[src/sfpfe_defs.vh]
// Constants shared by the serial flash pin front end.
// Assumes a 20 MHz system clock; times are in ns and cycles derive from them.
`ifndef SFPFE_DEFS_VH
`define SFPFE_DEFS_VH

`define SFPFE_SYS_CLK_PERIOD_NS 50
`define SFPFE_RESET_PULSE_MIN_NS 1000
`define SFPFE_RESET_PULSE_MIN_CYC \
  ((`SFPFE_RESET_PULSE_MIN_NS + `SFPFE_SYS_CLK_PERIOD_NS - 1) / `SFPFE_SYS_CLK_PERIOD_NS)

`define SFPFE_FIFO_DEPTH 8
`define SFPFE_FIFO_AW 3
`define SFPFE_FIFO_WIDTH 9

`define SFPFE_WIDTH_SINGLE 2'h0
`define SFPFE_WIDTH_DUAL 2'h1
`define SFPFE_WIDTH_QUAD 2'h2

`define SFPFE_BYTE_BITS 4'h8
`define SFPFE_OEN_SINGLE 4'hd
`define SFPFE_OEN_DUAL 4'hc
`define SFPFE_OEN_QUAD 4'h0
`define SFPFE_OEN_OFF 4'hf

`define SFPFE_LINE3_PAUSE 1'h0
`define SFPFE_LINE3_RESET 1'h1

`define SFPFE_SYNC_RST 1'h0
`define SFPFE_OUT_RST 4'h0

`endif

[src/sfpfe_fifo.v]
// Synchronous FIFO with valid/ready on both sides.
// Assumes a single clock domain; full and empty come from an occupancy count.
module sfpfe_fifo #(
  parameter WIDTH = 9,
  parameter DEPTH = 8,
  parameter AW    = 3
) (
  input  wire             clk,
  input  wire             nrst,
  input  wire [WIDTH-1:0] inData,
  input  wire             inValid,
  output wire             inReady,
  output wire [WIDTH-1:0] outData,
  output wire             outValid,
  input  wire             outReady
);

  reg [WIDTH-1:0] mem [0:DEPTH-1];
  reg [AW-1:0]    wrPtr_reg;
  reg [AW-1:0]    rdPtr_reg;
  reg [AW:0]      count_reg;
  wire            doWrite;
  wire            doRead;

  assign inReady  = (count_reg != DEPTH[AW:0]);
  assign outValid = (count_reg != {(AW+1){1'b0}});
  assign outData  = mem[rdPtr_reg];
  assign doWrite  = inValid & inReady;
  assign doRead   = outValid & outReady;

  always @(posedge clk) begin
    if (doWrite) begin
      mem[wrPtr_reg] <= inData;
    end
  end

  always @(posedge clk or negedge nrst) begin
    if (!nrst) begin
      wrPtr_reg <= {AW{1'b0}};
      rdPtr_reg <= {AW{1'b0}};
      count_reg <= {(AW+1){1'b0}};
    end else begin
      if (doWrite) begin
        wrPtr_reg <= (wrPtr_reg == DEPTH[AW-1:0] - 1'b1) ? {AW{1'b0}} : wrPtr_reg + 1'b1;
      end
      if (doRead) begin
        rdPtr_reg <= (rdPtr_reg == DEPTH[AW-1:0] - 1'b1) ? {AW{1'b0}} : rdPtr_reg + 1'b1;
      end
      if (doWrite & ~doRead) begin
        count_reg <= count_reg + 1'b1;
      end else if (doRead & ~doWrite) begin
        count_reg <= count_reg - 1'b1;
      end
    end
  end

endmodule // sfpfe_fifo

[src/sfpfe_top.v]
// Pin front end of a serial NOR flash: line roles, sampling edges, select,
// write protect, pause and hardware reset on line 3.
// Assumes the serial clock is far slower than sys_clk (at least 8 samples per
// period); a command decoder on the user side sets the width and direction.
`include "sfpfe_defs.vh"

// Summary of operation
// - Incoming bits are captured on serial clock rising edges at any width.
// - Outgoing bits are driven on serial clock falling edges.
// - Chip select high deselects and releases every data line.
// - No instruction is taken before a high-to-low select after power-up.
// - Deselect does not abort a running internal erase, program or write.
// - Line 0 becomes bidirectional in dual and quad commands.
// - Line 1 becomes bidirectional in dual and quad commands.
// - Single and dual use lines 0 and 1; quad uses all four.
// - Low write protect with the status protect bit set blocks status writes and locks the protection settings.
// - Quad enable turns line 2 into a pure data line.
// - Select bit 0 makes line 3 an active-low pause input.
// - Pause while selected releases outputs and ignores clock and data.
// - Releasing pause resumes exactly where the transfer stopped.
// - Quad enable disables the pause function on line 3.
// - Select bit 1 makes line 3 an active-low hardware reset input.
// - Reset held low about 1 us aborts every operation.
// - Line 3 role follows select bit unless quad enable or quad-instruction mode makes it data.
// - Protect, pause and reset pins act only in single and dual operation.
// - Quad-instruction mode takes each instruction in 2 clocks.
// - Continuous read skips the instruction and starts with the address.
module sfpfe_top #(
  parameter RESET_CYC  = `SFPFE_RESET_PULSE_MIN_CYC,
  parameter FIFO_DEPTH = `SFPFE_FIFO_DEPTH,
  parameter FIFO_AW    = `SFPFE_FIFO_AW
) (
  input  wire       sys_clk,
  input  wire       nrst,
  input  wire       linkClk,
  input  wire       chipSelN,
  input  wire [3:0] dataLineIn,
  output wire [3:0] dataLineOut,
  output wire [3:0] dataLineOen,
  input  wire       quadEnableBit,
  input  wire       line3FunctionSelect,
  input  wire       quadInstructionMode,
  input  wire       statusProtectBit,
  input  wire [1:0] cmdWidth,
  input  wire       txDrive,
  input  wire       contRead,
  input  wire [7:0] txData,
  input  wire       txValid,
  output wire       txReady,
  output wire [7:0] rxData,
  output wire       rxInstr,
  output wire       rxValid,
  input  wire       rxReady,
  output wire       frameActive,
  output wire       linkArmed,
  output wire       pauseActive,
  output wire       hwResetPulse,
  output wire       statusWriteBlocked,
  output wire       rxOverrun
);

  // Bits carried per serial clock at a given width
  function [3:0] bitsPerClk;
    input [1:0] width;
    begin
      case (width)
        `SFPFE_WIDTH_DUAL: bitsPerClk = 4'h2;
        `SFPFE_WIDTH_QUAD: bitsPerClk = 4'h4;
        default:           bitsPerClk = 4'h1;
      endcase
    end
  endfunction

  // Output enables (low = driving) for a given width
  function [3:0] laneOen;
    input [1:0] width;
    begin
      case (width)
        `SFPFE_WIDTH_SINGLE: laneOen = `SFPFE_OEN_SINGLE;
        `SFPFE_WIDTH_DUAL:   laneOen = `SFPFE_OEN_DUAL;
        `SFPFE_WIDTH_QUAD:   laneOen = `SFPFE_OEN_QUAD;
        default:             laneOen = `SFPFE_OEN_OFF;
      endcase
    end
  endfunction

  // Synchronisers: first stage feeds only the second
  reg  [1:0] clkSync_reg;
  reg        clkPrev_reg;
  reg  [1:0] csSync_reg;
  reg        csPrev_reg;
  reg  [3:0] dMeta_reg;
  reg  [3:0] dSync_reg;

  reg        armed_reg;
  reg        frameOn_reg;
  reg        instrPhase_reg;
  reg        pause_reg;
  reg  [7:0] rstCnt_reg;
  reg        hwReset_reg;
  reg        wpBlock_reg;

  reg  [7:0] rxShift_reg;
  reg  [3:0] rxCnt_reg;
  reg  [8:0] push_reg;
  reg        pushValid_reg;
  reg        overrun_reg;

  reg  [7:0] txShift_reg;
  reg  [3:0] txCnt_reg;
  reg  [3:0] out_reg;

  wire       clkS;
  wire       csS;
  wire       linkRise;
  wire       linkFall;
  wire       csFall;
  wire       pinFnOn;
  wire       pauseFn;
  wire       resetFn;
  wire       pause_next;
  wire       liveEdges;
  wire [1:0] curWidth;
  wire [3:0] curBits;
  wire       rxTake;
  wire       txTake;
  wire       drive;
  wire       fifoInReady;
  wire [8:0] fifoOut;
  wire [3:0] rxCnt_next;
  wire [7:0] txSrc;
  wire [7:0] rxShift_next;

  assign clkS = clkSync_reg[1];
  assign csS  = csSync_reg[1];

  always @(posedge sys_clk or negedge nrst) begin
    if (!nrst) begin
      clkSync_reg <= {2{`SFPFE_SYNC_RST}};
      clkPrev_reg <= `SFPFE_SYNC_RST;
      csSync_reg  <= {2{`SFPFE_SYNC_RST}};
      csPrev_reg  <= `SFPFE_SYNC_RST;
      dMeta_reg   <= `SFPFE_OUT_RST;
      dSync_reg   <= `SFPFE_OUT_RST;
    end else begin
      clkSync_reg <= {clkSync_reg[0], linkClk};
      clkPrev_reg <= clkS;
      csSync_reg  <= {csSync_reg[0], chipSelN};
      csPrev_reg  <= csS;
      dMeta_reg   <= dataLineIn;
      dSync_reg   <= dMeta_reg;
    end
  end

  // Data passes the same two stages as the clock, so edges and data line up
  assign linkRise = clkS & ~clkPrev_reg;
  assign linkFall = ~clkS & clkPrev_reg;
  // Reset values are low, so a select held low from power-up never looks like a fall
  assign csFall   = csPrev_reg & ~csS;

  // Pin functions on lines 2 and 3 exist only outside quad and quad-instruction mode
  assign pinFnOn = ~quadEnableBit & ~quadInstructionMode;
  assign pauseFn = pinFnOn & (line3FunctionSelect == `SFPFE_LINE3_PAUSE);
  assign resetFn = pinFnOn & (line3FunctionSelect == `SFPFE_LINE3_RESET);

  // Deselect ends any pause at once
  assign pause_next = pauseFn & ~dSync_reg[3] & ~csS;

  always @(posedge sys_clk or negedge nrst) begin
    if (!nrst) begin
      pause_reg <= 1'b0;
    end else begin
      pause_reg <= pause_next;
    end
  end

  // Hardware reset: count a continuous low on line 3, fire once on reaching the minimum
  always @(posedge sys_clk or negedge nrst) begin
    if (!nrst) begin
      rstCnt_reg  <= 8'h00;
      hwReset_reg <= 1'b0;
    end else begin
      hwReset_reg <= 1'b0;
      if (resetFn & ~dSync_reg[3]) begin
        if (rstCnt_reg != RESET_CYC[7:0]) begin
          rstCnt_reg <= rstCnt_reg + 8'h01;
        end
        hwReset_reg <= (rstCnt_reg == RESET_CYC[7:0] - 8'h01);
      end else begin
        rstCnt_reg <= 8'h00;
      end
    end
  end

  // Write protect is sampled only while line 2 is not a data line
  always @(posedge sys_clk or negedge nrst) begin
    if (!nrst) begin
      wpBlock_reg <= 1'b0;
    end else begin
      wpBlock_reg <= pinFnOn & ~dSync_reg[2] & statusProtectBit;
    end
  end

  // Arming needs a high-to-low select; a hardware reset disarms again
  always @(posedge sys_clk or negedge nrst) begin
    if (!nrst) begin
      armed_reg <= 1'b0;
    end else if (hwReset_reg) begin
      armed_reg <= 1'b0;
    end else if (csFall) begin
      armed_reg <= 1'b1;
    end
  end

  // Frame state is pure interface state: internal cycles live elsewhere and
  // run on through a deselect
  always @(posedge sys_clk or negedge nrst) begin
    if (!nrst) begin
      frameOn_reg    <= 1'b0;
      instrPhase_reg <= 1'b0;
    end else if (hwReset_reg | csS) begin
      frameOn_reg    <= 1'b0;
      instrPhase_reg <= 1'b0;
    end else if (csFall) begin
      frameOn_reg    <= 1'b1;
      instrPhase_reg <= ~contRead;
    end else if (rxTake & (rxCnt_next >= `SFPFE_BYTE_BITS)) begin
      instrPhase_reg <= 1'b0;
    end
  end

  // Edges are frozen in a pause; state is kept so the transfer resumes
  assign liveEdges = frameOn_reg & ~pause_reg & ~csS;

  assign curWidth = quadInstructionMode ? `SFPFE_WIDTH_QUAD :
                    instrPhase_reg ? `SFPFE_WIDTH_SINGLE : cmdWidth;
  assign curBits  = bitsPerClk(curWidth);

  assign rxTake = liveEdges & linkRise & ~txDrive;
  assign txTake = liveEdges & linkFall & txDrive;

  assign rxCnt_next = rxCnt_reg + curBits;

  // Receive shift: lower-numbered lines hold the lower-order bits of each clock's group
  assign rxShift_next = (curWidth == `SFPFE_WIDTH_QUAD) ? {rxShift_reg[3:0], dSync_reg} :
                        (curWidth == `SFPFE_WIDTH_DUAL) ? {rxShift_reg[5:0], dSync_reg[1:0]} :
                        {rxShift_reg[6:0], dSync_reg[0]};

  always @(posedge sys_clk or negedge nrst) begin
    if (!nrst) begin
      rxShift_reg <= 8'h00;
      rxCnt_reg   <= 4'h0;
    end else if (hwReset_reg | csS) begin
      rxShift_reg <= 8'h00;
      rxCnt_reg   <= 4'h0;
    end else if (rxTake) begin
      rxShift_reg <= rxShift_next;
      rxCnt_reg   <= (rxCnt_next >= `SFPFE_BYTE_BITS) ? 4'h0 : rxCnt_next;
    end
  end

  // A finished byte waits for the FIFO; a second byte arriving meanwhile is lost
  always @(posedge sys_clk or negedge nrst) begin
    if (!nrst) begin
      push_reg      <= 9'h000;
      pushValid_reg <= 1'b0;
      overrun_reg   <= 1'b0;
    end else begin
      if (pushValid_reg & fifoInReady) begin
        pushValid_reg <= 1'b0;
      end
      if (hwReset_reg) begin
        pushValid_reg <= 1'b0;
        overrun_reg   <= 1'b0;
      end else if (rxTake & (rxCnt_next >= `SFPFE_BYTE_BITS)) begin
        if (pushValid_reg & ~fifoInReady) begin
          overrun_reg <= 1'b1;
        end else begin
          push_reg      <= {instrPhase_reg, rxShift_next};
          pushValid_reg <= 1'b1;
        end
      end else if (csFall) begin
        overrun_reg <= 1'b0;
      end
    end
  end

  sfpfe_fifo #(
    .WIDTH (`SFPFE_FIFO_WIDTH),
    .DEPTH (FIFO_DEPTH),
    .AW    (FIFO_AW)
  ) rxFifo (
    .clk      (sys_clk),
    .nrst     (nrst),
    .inData   (push_reg),
    .inValid  (pushValid_reg),
    .inReady  (fifoInReady),
    .outData  (fifoOut),
    .outValid (rxValid),
    .outReady (rxReady)
  );

  assign rxData  = fifoOut[7:0];
  assign rxInstr = fifoOut[8];

  // Transmit: a new byte is fetched on the falling edge that needs it
  assign txReady = txTake & (txCnt_reg == 4'h0) & txValid;
  assign txSrc   = (txCnt_reg == 4'h0) ? (txValid ? txData : 8'h00) : txShift_reg;

  always @(posedge sys_clk or negedge nrst) begin
    if (!nrst) begin
      txShift_reg <= 8'h00;
      txCnt_reg   <= 4'h0;
      out_reg     <= `SFPFE_OUT_RST;
    end else if (hwReset_reg | csS) begin
      txShift_reg <= 8'h00;
      txCnt_reg   <= 4'h0;
      out_reg     <= `SFPFE_OUT_RST;
    end else if (txTake) begin
      txShift_reg <= txSrc << curBits;
      txCnt_reg   <= (txCnt_reg == 4'h0) ? `SFPFE_BYTE_BITS - curBits : txCnt_reg - curBits;
      case (curWidth)
        `SFPFE_WIDTH_QUAD: out_reg <= txSrc[7:4];
        `SFPFE_WIDTH_DUAL: out_reg <= {2'h0, txSrc[7:6]};
        default:           out_reg <= {2'h0, txSrc[7], 1'b0};
      endcase
    end
  end

  // Drivers off when deselected or paused; single width drives line 1 only
  assign drive       = frameOn_reg & txDrive & ~pause_reg & ~csS;
  assign dataLineOen = drive ? laneOen(curWidth) : `SFPFE_OEN_OFF;
  assign dataLineOut = out_reg;

  assign frameActive        = frameOn_reg;
  assign linkArmed          = armed_reg;
  assign pauseActive        = pause_reg;
  assign hwResetPulse       = hwReset_reg;
  assign statusWriteBlocked = wpBlock_reg;
  assign rxOverrun          = overrun_reg;

endmodule // sfpfe_top

[config.mk]
export PLATFORM = sky130hd
export DESIGN_NAME = sfpfe_top
export DESIGN_NICKNAME = d
export VERILOG_FILES = /design/src/sfpfe_fifo.v /design/src/sfpfe_top.v
export VERILOG_INCLUDE_DIRS = /design/src
export SDC_FILE = /design/constraint.sdc
export NUM_CORES = 1
export LEC_CHECK = 0
export ABC_AREA = 1
export BUFFER_PORTS_ARGS = -buffer_cell sky130_fd_sc_hd__buf_2
export CAP_MARGIN = 25
export CORE_MARGIN = 2
export CORE_UTILIZATION = 50
export DETAILED_ROUTE_END_ITERATION = 10
export HOLD_SLACK_MARGIN = 0.1
export PLACE_DENSITY = 0.73
export SYNTH_ARGS = -nofsm -noshare
export SYNTH_HDL_FRONTEND = slang
export SYNTH_SLANG_ARGS = --single-unit
[constraint.sdc]
create_clock -name sys_clk -period 2.7 [get_ports sys_clk]
set_input_delay 0.27 -clock sys_clk [delete_from_list [all_inputs] [get_ports sys_clk]]
set_output_delay 0.27 -clock sys_clk [all_outputs]
set_load 0.01 [all_outputs]
==> impl_metrics.json <==
{
  "dieArea_um2": 14400,
  "worstSetupPathType": "flop to primary output",
  "first_pass_iters": 5,
  "die_x_um": 120,
  "root_buffer": "clkbuf_16",
  "post-place-ws_ns": 0.324,
  "post_cts_buffers": 0,
  "end_kind": "primary output",
  "wl_met3_um": 848,
  "chipHeight_um": 120,
  "grt.overflow.total": 0,
  "ant_nets": 0,
  "vias": 5034,
  "cts_max_path_buffers": 2,
  "dp_hpwl_um": 9570,
  "diodes": 0,
  "setup_violations": 0,
  "top_layer": "met4",
  "drive_above_1_share": 0.162,
  "clk_latency_ns": 0.42,
  "antenna_found_initial": 0,
  "cts_buffers": 17,
  "critPathRequiredTime_ns": 2.43,
  "reg2reg_slack_ns": 0.32,
  "finalCritPeriodShare": 0.901,
  "synth_seq_area_share": 0.605,
  "synthCells": 675,
  "cts-resized-gates": 0,
  "finalWirelength_um": 14300,
  "row_count": 42,
  "peakVddDrop_uv": 487,
  "skew_ns": 0.00792,
  "portBuffers": 50,
  "wl_per_cell_um": 15.2,
  "nets": 796,
  "ios": 51,
  "drc_errors": 0,
  "ys.flop_type": "dfrtp_1",
  "met2_length_um": 7050,
  "gp_congestion": 0.923,
  "area_growth_pct": 17.1,
  "status": "complete, no violations",
  "layout_commonest_cell": "nand2_1",
  "cts_tree": "done",
  "slew_viol_final": 0,
  "synth_edf_count": 72,
  "avgSynthCellArea_um2": 9.95,
  "coreArea_um2": 13200,
  "synth_seq_cells": 148,
  "async_reset_ff_frac": 0.514,
  "hold_violations": 0,
  "hp-class": "input port to flop",
  "htree_levels": 4,
  "grt_max_degree": 77,
  "cp.arrival_ns": 2.16,
  "worstMarginPinSlew_ns": 0.653,
  "drtIter0Drc": 566,
  "grt_pass1_vias": 4975,
  "p_leak_uw": 0.00349,
  "finalSetupTns_ns": 0,
  "syn_nets": 723,
  "fmax_mhz": 411,
  "setup_ws_ns": 0.268,
  "initial_utilization": 0.509,
  "cts_sinks": 148,
  "drv_cap": 0,
  "powerDensity_nw_per_um2": 778,
  "layout_min_cycle_time_ns": 2.43,
  "viasPerCell": 5.37,
  "ys_warn_count": 0,
  "track_usage": 0.215,
  "synth_area_um2": 6710,
  "grt_pass1_wl_um": 24000,
  "final_cell_mix": "154 x nand2_1, 90 x nor2_1, 76 x dfrtp_1",
  "cp_max_fo": 38,
  "routedLengthMet1_um": 6160,
  "critPathLaunchType": "flop",
  "synthDistinctLibCells": 41,
  "rsz0062_at_grt": "no",
  "relSlewSlack": 0.563,
  "largest_register_ffs": 72,
  "path_clk_slew_ns": 0.06
}
-- power breakdown --
part           switching [uW]  internal [uW]  total (uW)
sequential                108           2420        2530
combinational             882            535        1420
clock                     907           1260        2170
total                    1900           4220        6110
-- cells in the mapped netlist, types with 11 or more instances --
master / count / area share
nand2_1: 154 / 0.086
a21oi_1: 16 / 0.012
inv_1: 45 / 0.025
dfrtp_1: 76 / 0.28
nor2_1: 90 / 0.050
o21ai_1: 23 / 0.017
o32ai_1: 18 / 0.023
edfxtp_1: 72 / 0.32
nand3_1: 37 / 0.028
inv_2: 11 / 0.0061
ha_1: 19 / 0.035
o21ai_0: 34 / 0.025
-- cells by family (layout without fill, tap and decap cells) --
kind of cell,count (synthesis),after routing,synth area share
buffers and inverters,79,165,0.0475
AOI/OAI and AO/OA,108,108,0.0956
DFF,148,148,0.605
and+or+nand+nor,312,312,0.199
xor gates and xnor gates,6,6,0.00783
adders and majority gates,22,22,0.0444
-- metrics by stage --
stage | hold WS [ns] | std cells | total power [uW] | util | instance area, um^2
floorplan | -0.0256 | 675 | 3550 | - | 6710
global placement | 0.332 | 894 | 3920 | 0.545 | 7190
detailed placement | 0.337 | 894 | 3980 | 0.545 | 7190
CTS | 0.107 | 936 | 6150 | 0.594 | 7840
global route | 0.109 | 937 | 6450 | 0.596 | 7860
finish | 0.117 | 937 | 6110 | 0.596 | 7860
-- layer usage --
| layer | GRT usage | vias to the layer above |
|---|---|---|
| met2 | 0.359 | 160 |
| met4 | 0.0699 | 0 |
| met1 | 0.272 | 2420 |
| li1 | - | 2428 |
| met5 | 0 | - |
| met3 | 0.0613 | 26 |
-- worst max-delay path: stages, from the launching register on --
cell and delay, ns:
dfrtp_1 0.51, inv_1 0.10, buf_4 0.36, nor2_1 0.10, o32ai_1 0.29, nand2_1 0.13
nand2_1 0.09, buf_2 0.13
-- path summary, 6_finish.rpt --
| kind | from | endpoint | cells past startpoint |
|---|---|---|---|
| max | rxFifo.rdPtr_reg[0] | rxData[5] | 7 |
| min | quadEnableBit | statusWriteBlocked | 4 |
| max reg2reg | instrPhase_reg | push_reg[2] | 14 |
| min reg2reg | dMeta_reg[2] | dSync_reg[2] | 0 |
| max in group asynchronous | nrst | statusWriteBlocked | 3 |
| min in group asynchronous | nrst | dataLineOut[0] | 2 |
-- cell type report --
type / instances / area [um^2]
fillers: 1080 / 5330
well taps: 176 / 220
inverters: 57 / 214
repair buffers: 76 / 493
flip-flops and latches: 148 / 4060
multi-input cells: 448 / 2330
clock inverters: 13 / 109
clock buffers: 19 / 433
-- timing repair --
| action | 4_1_cts | 5_1_grt |
|---|---|---|
| endpoints found under the hold margin | 85 | 0 |
| setup endpoints to repair | 0 | 0 |
| hold buffers | 10 | 0 |
(Power assumes the default switching activity.)
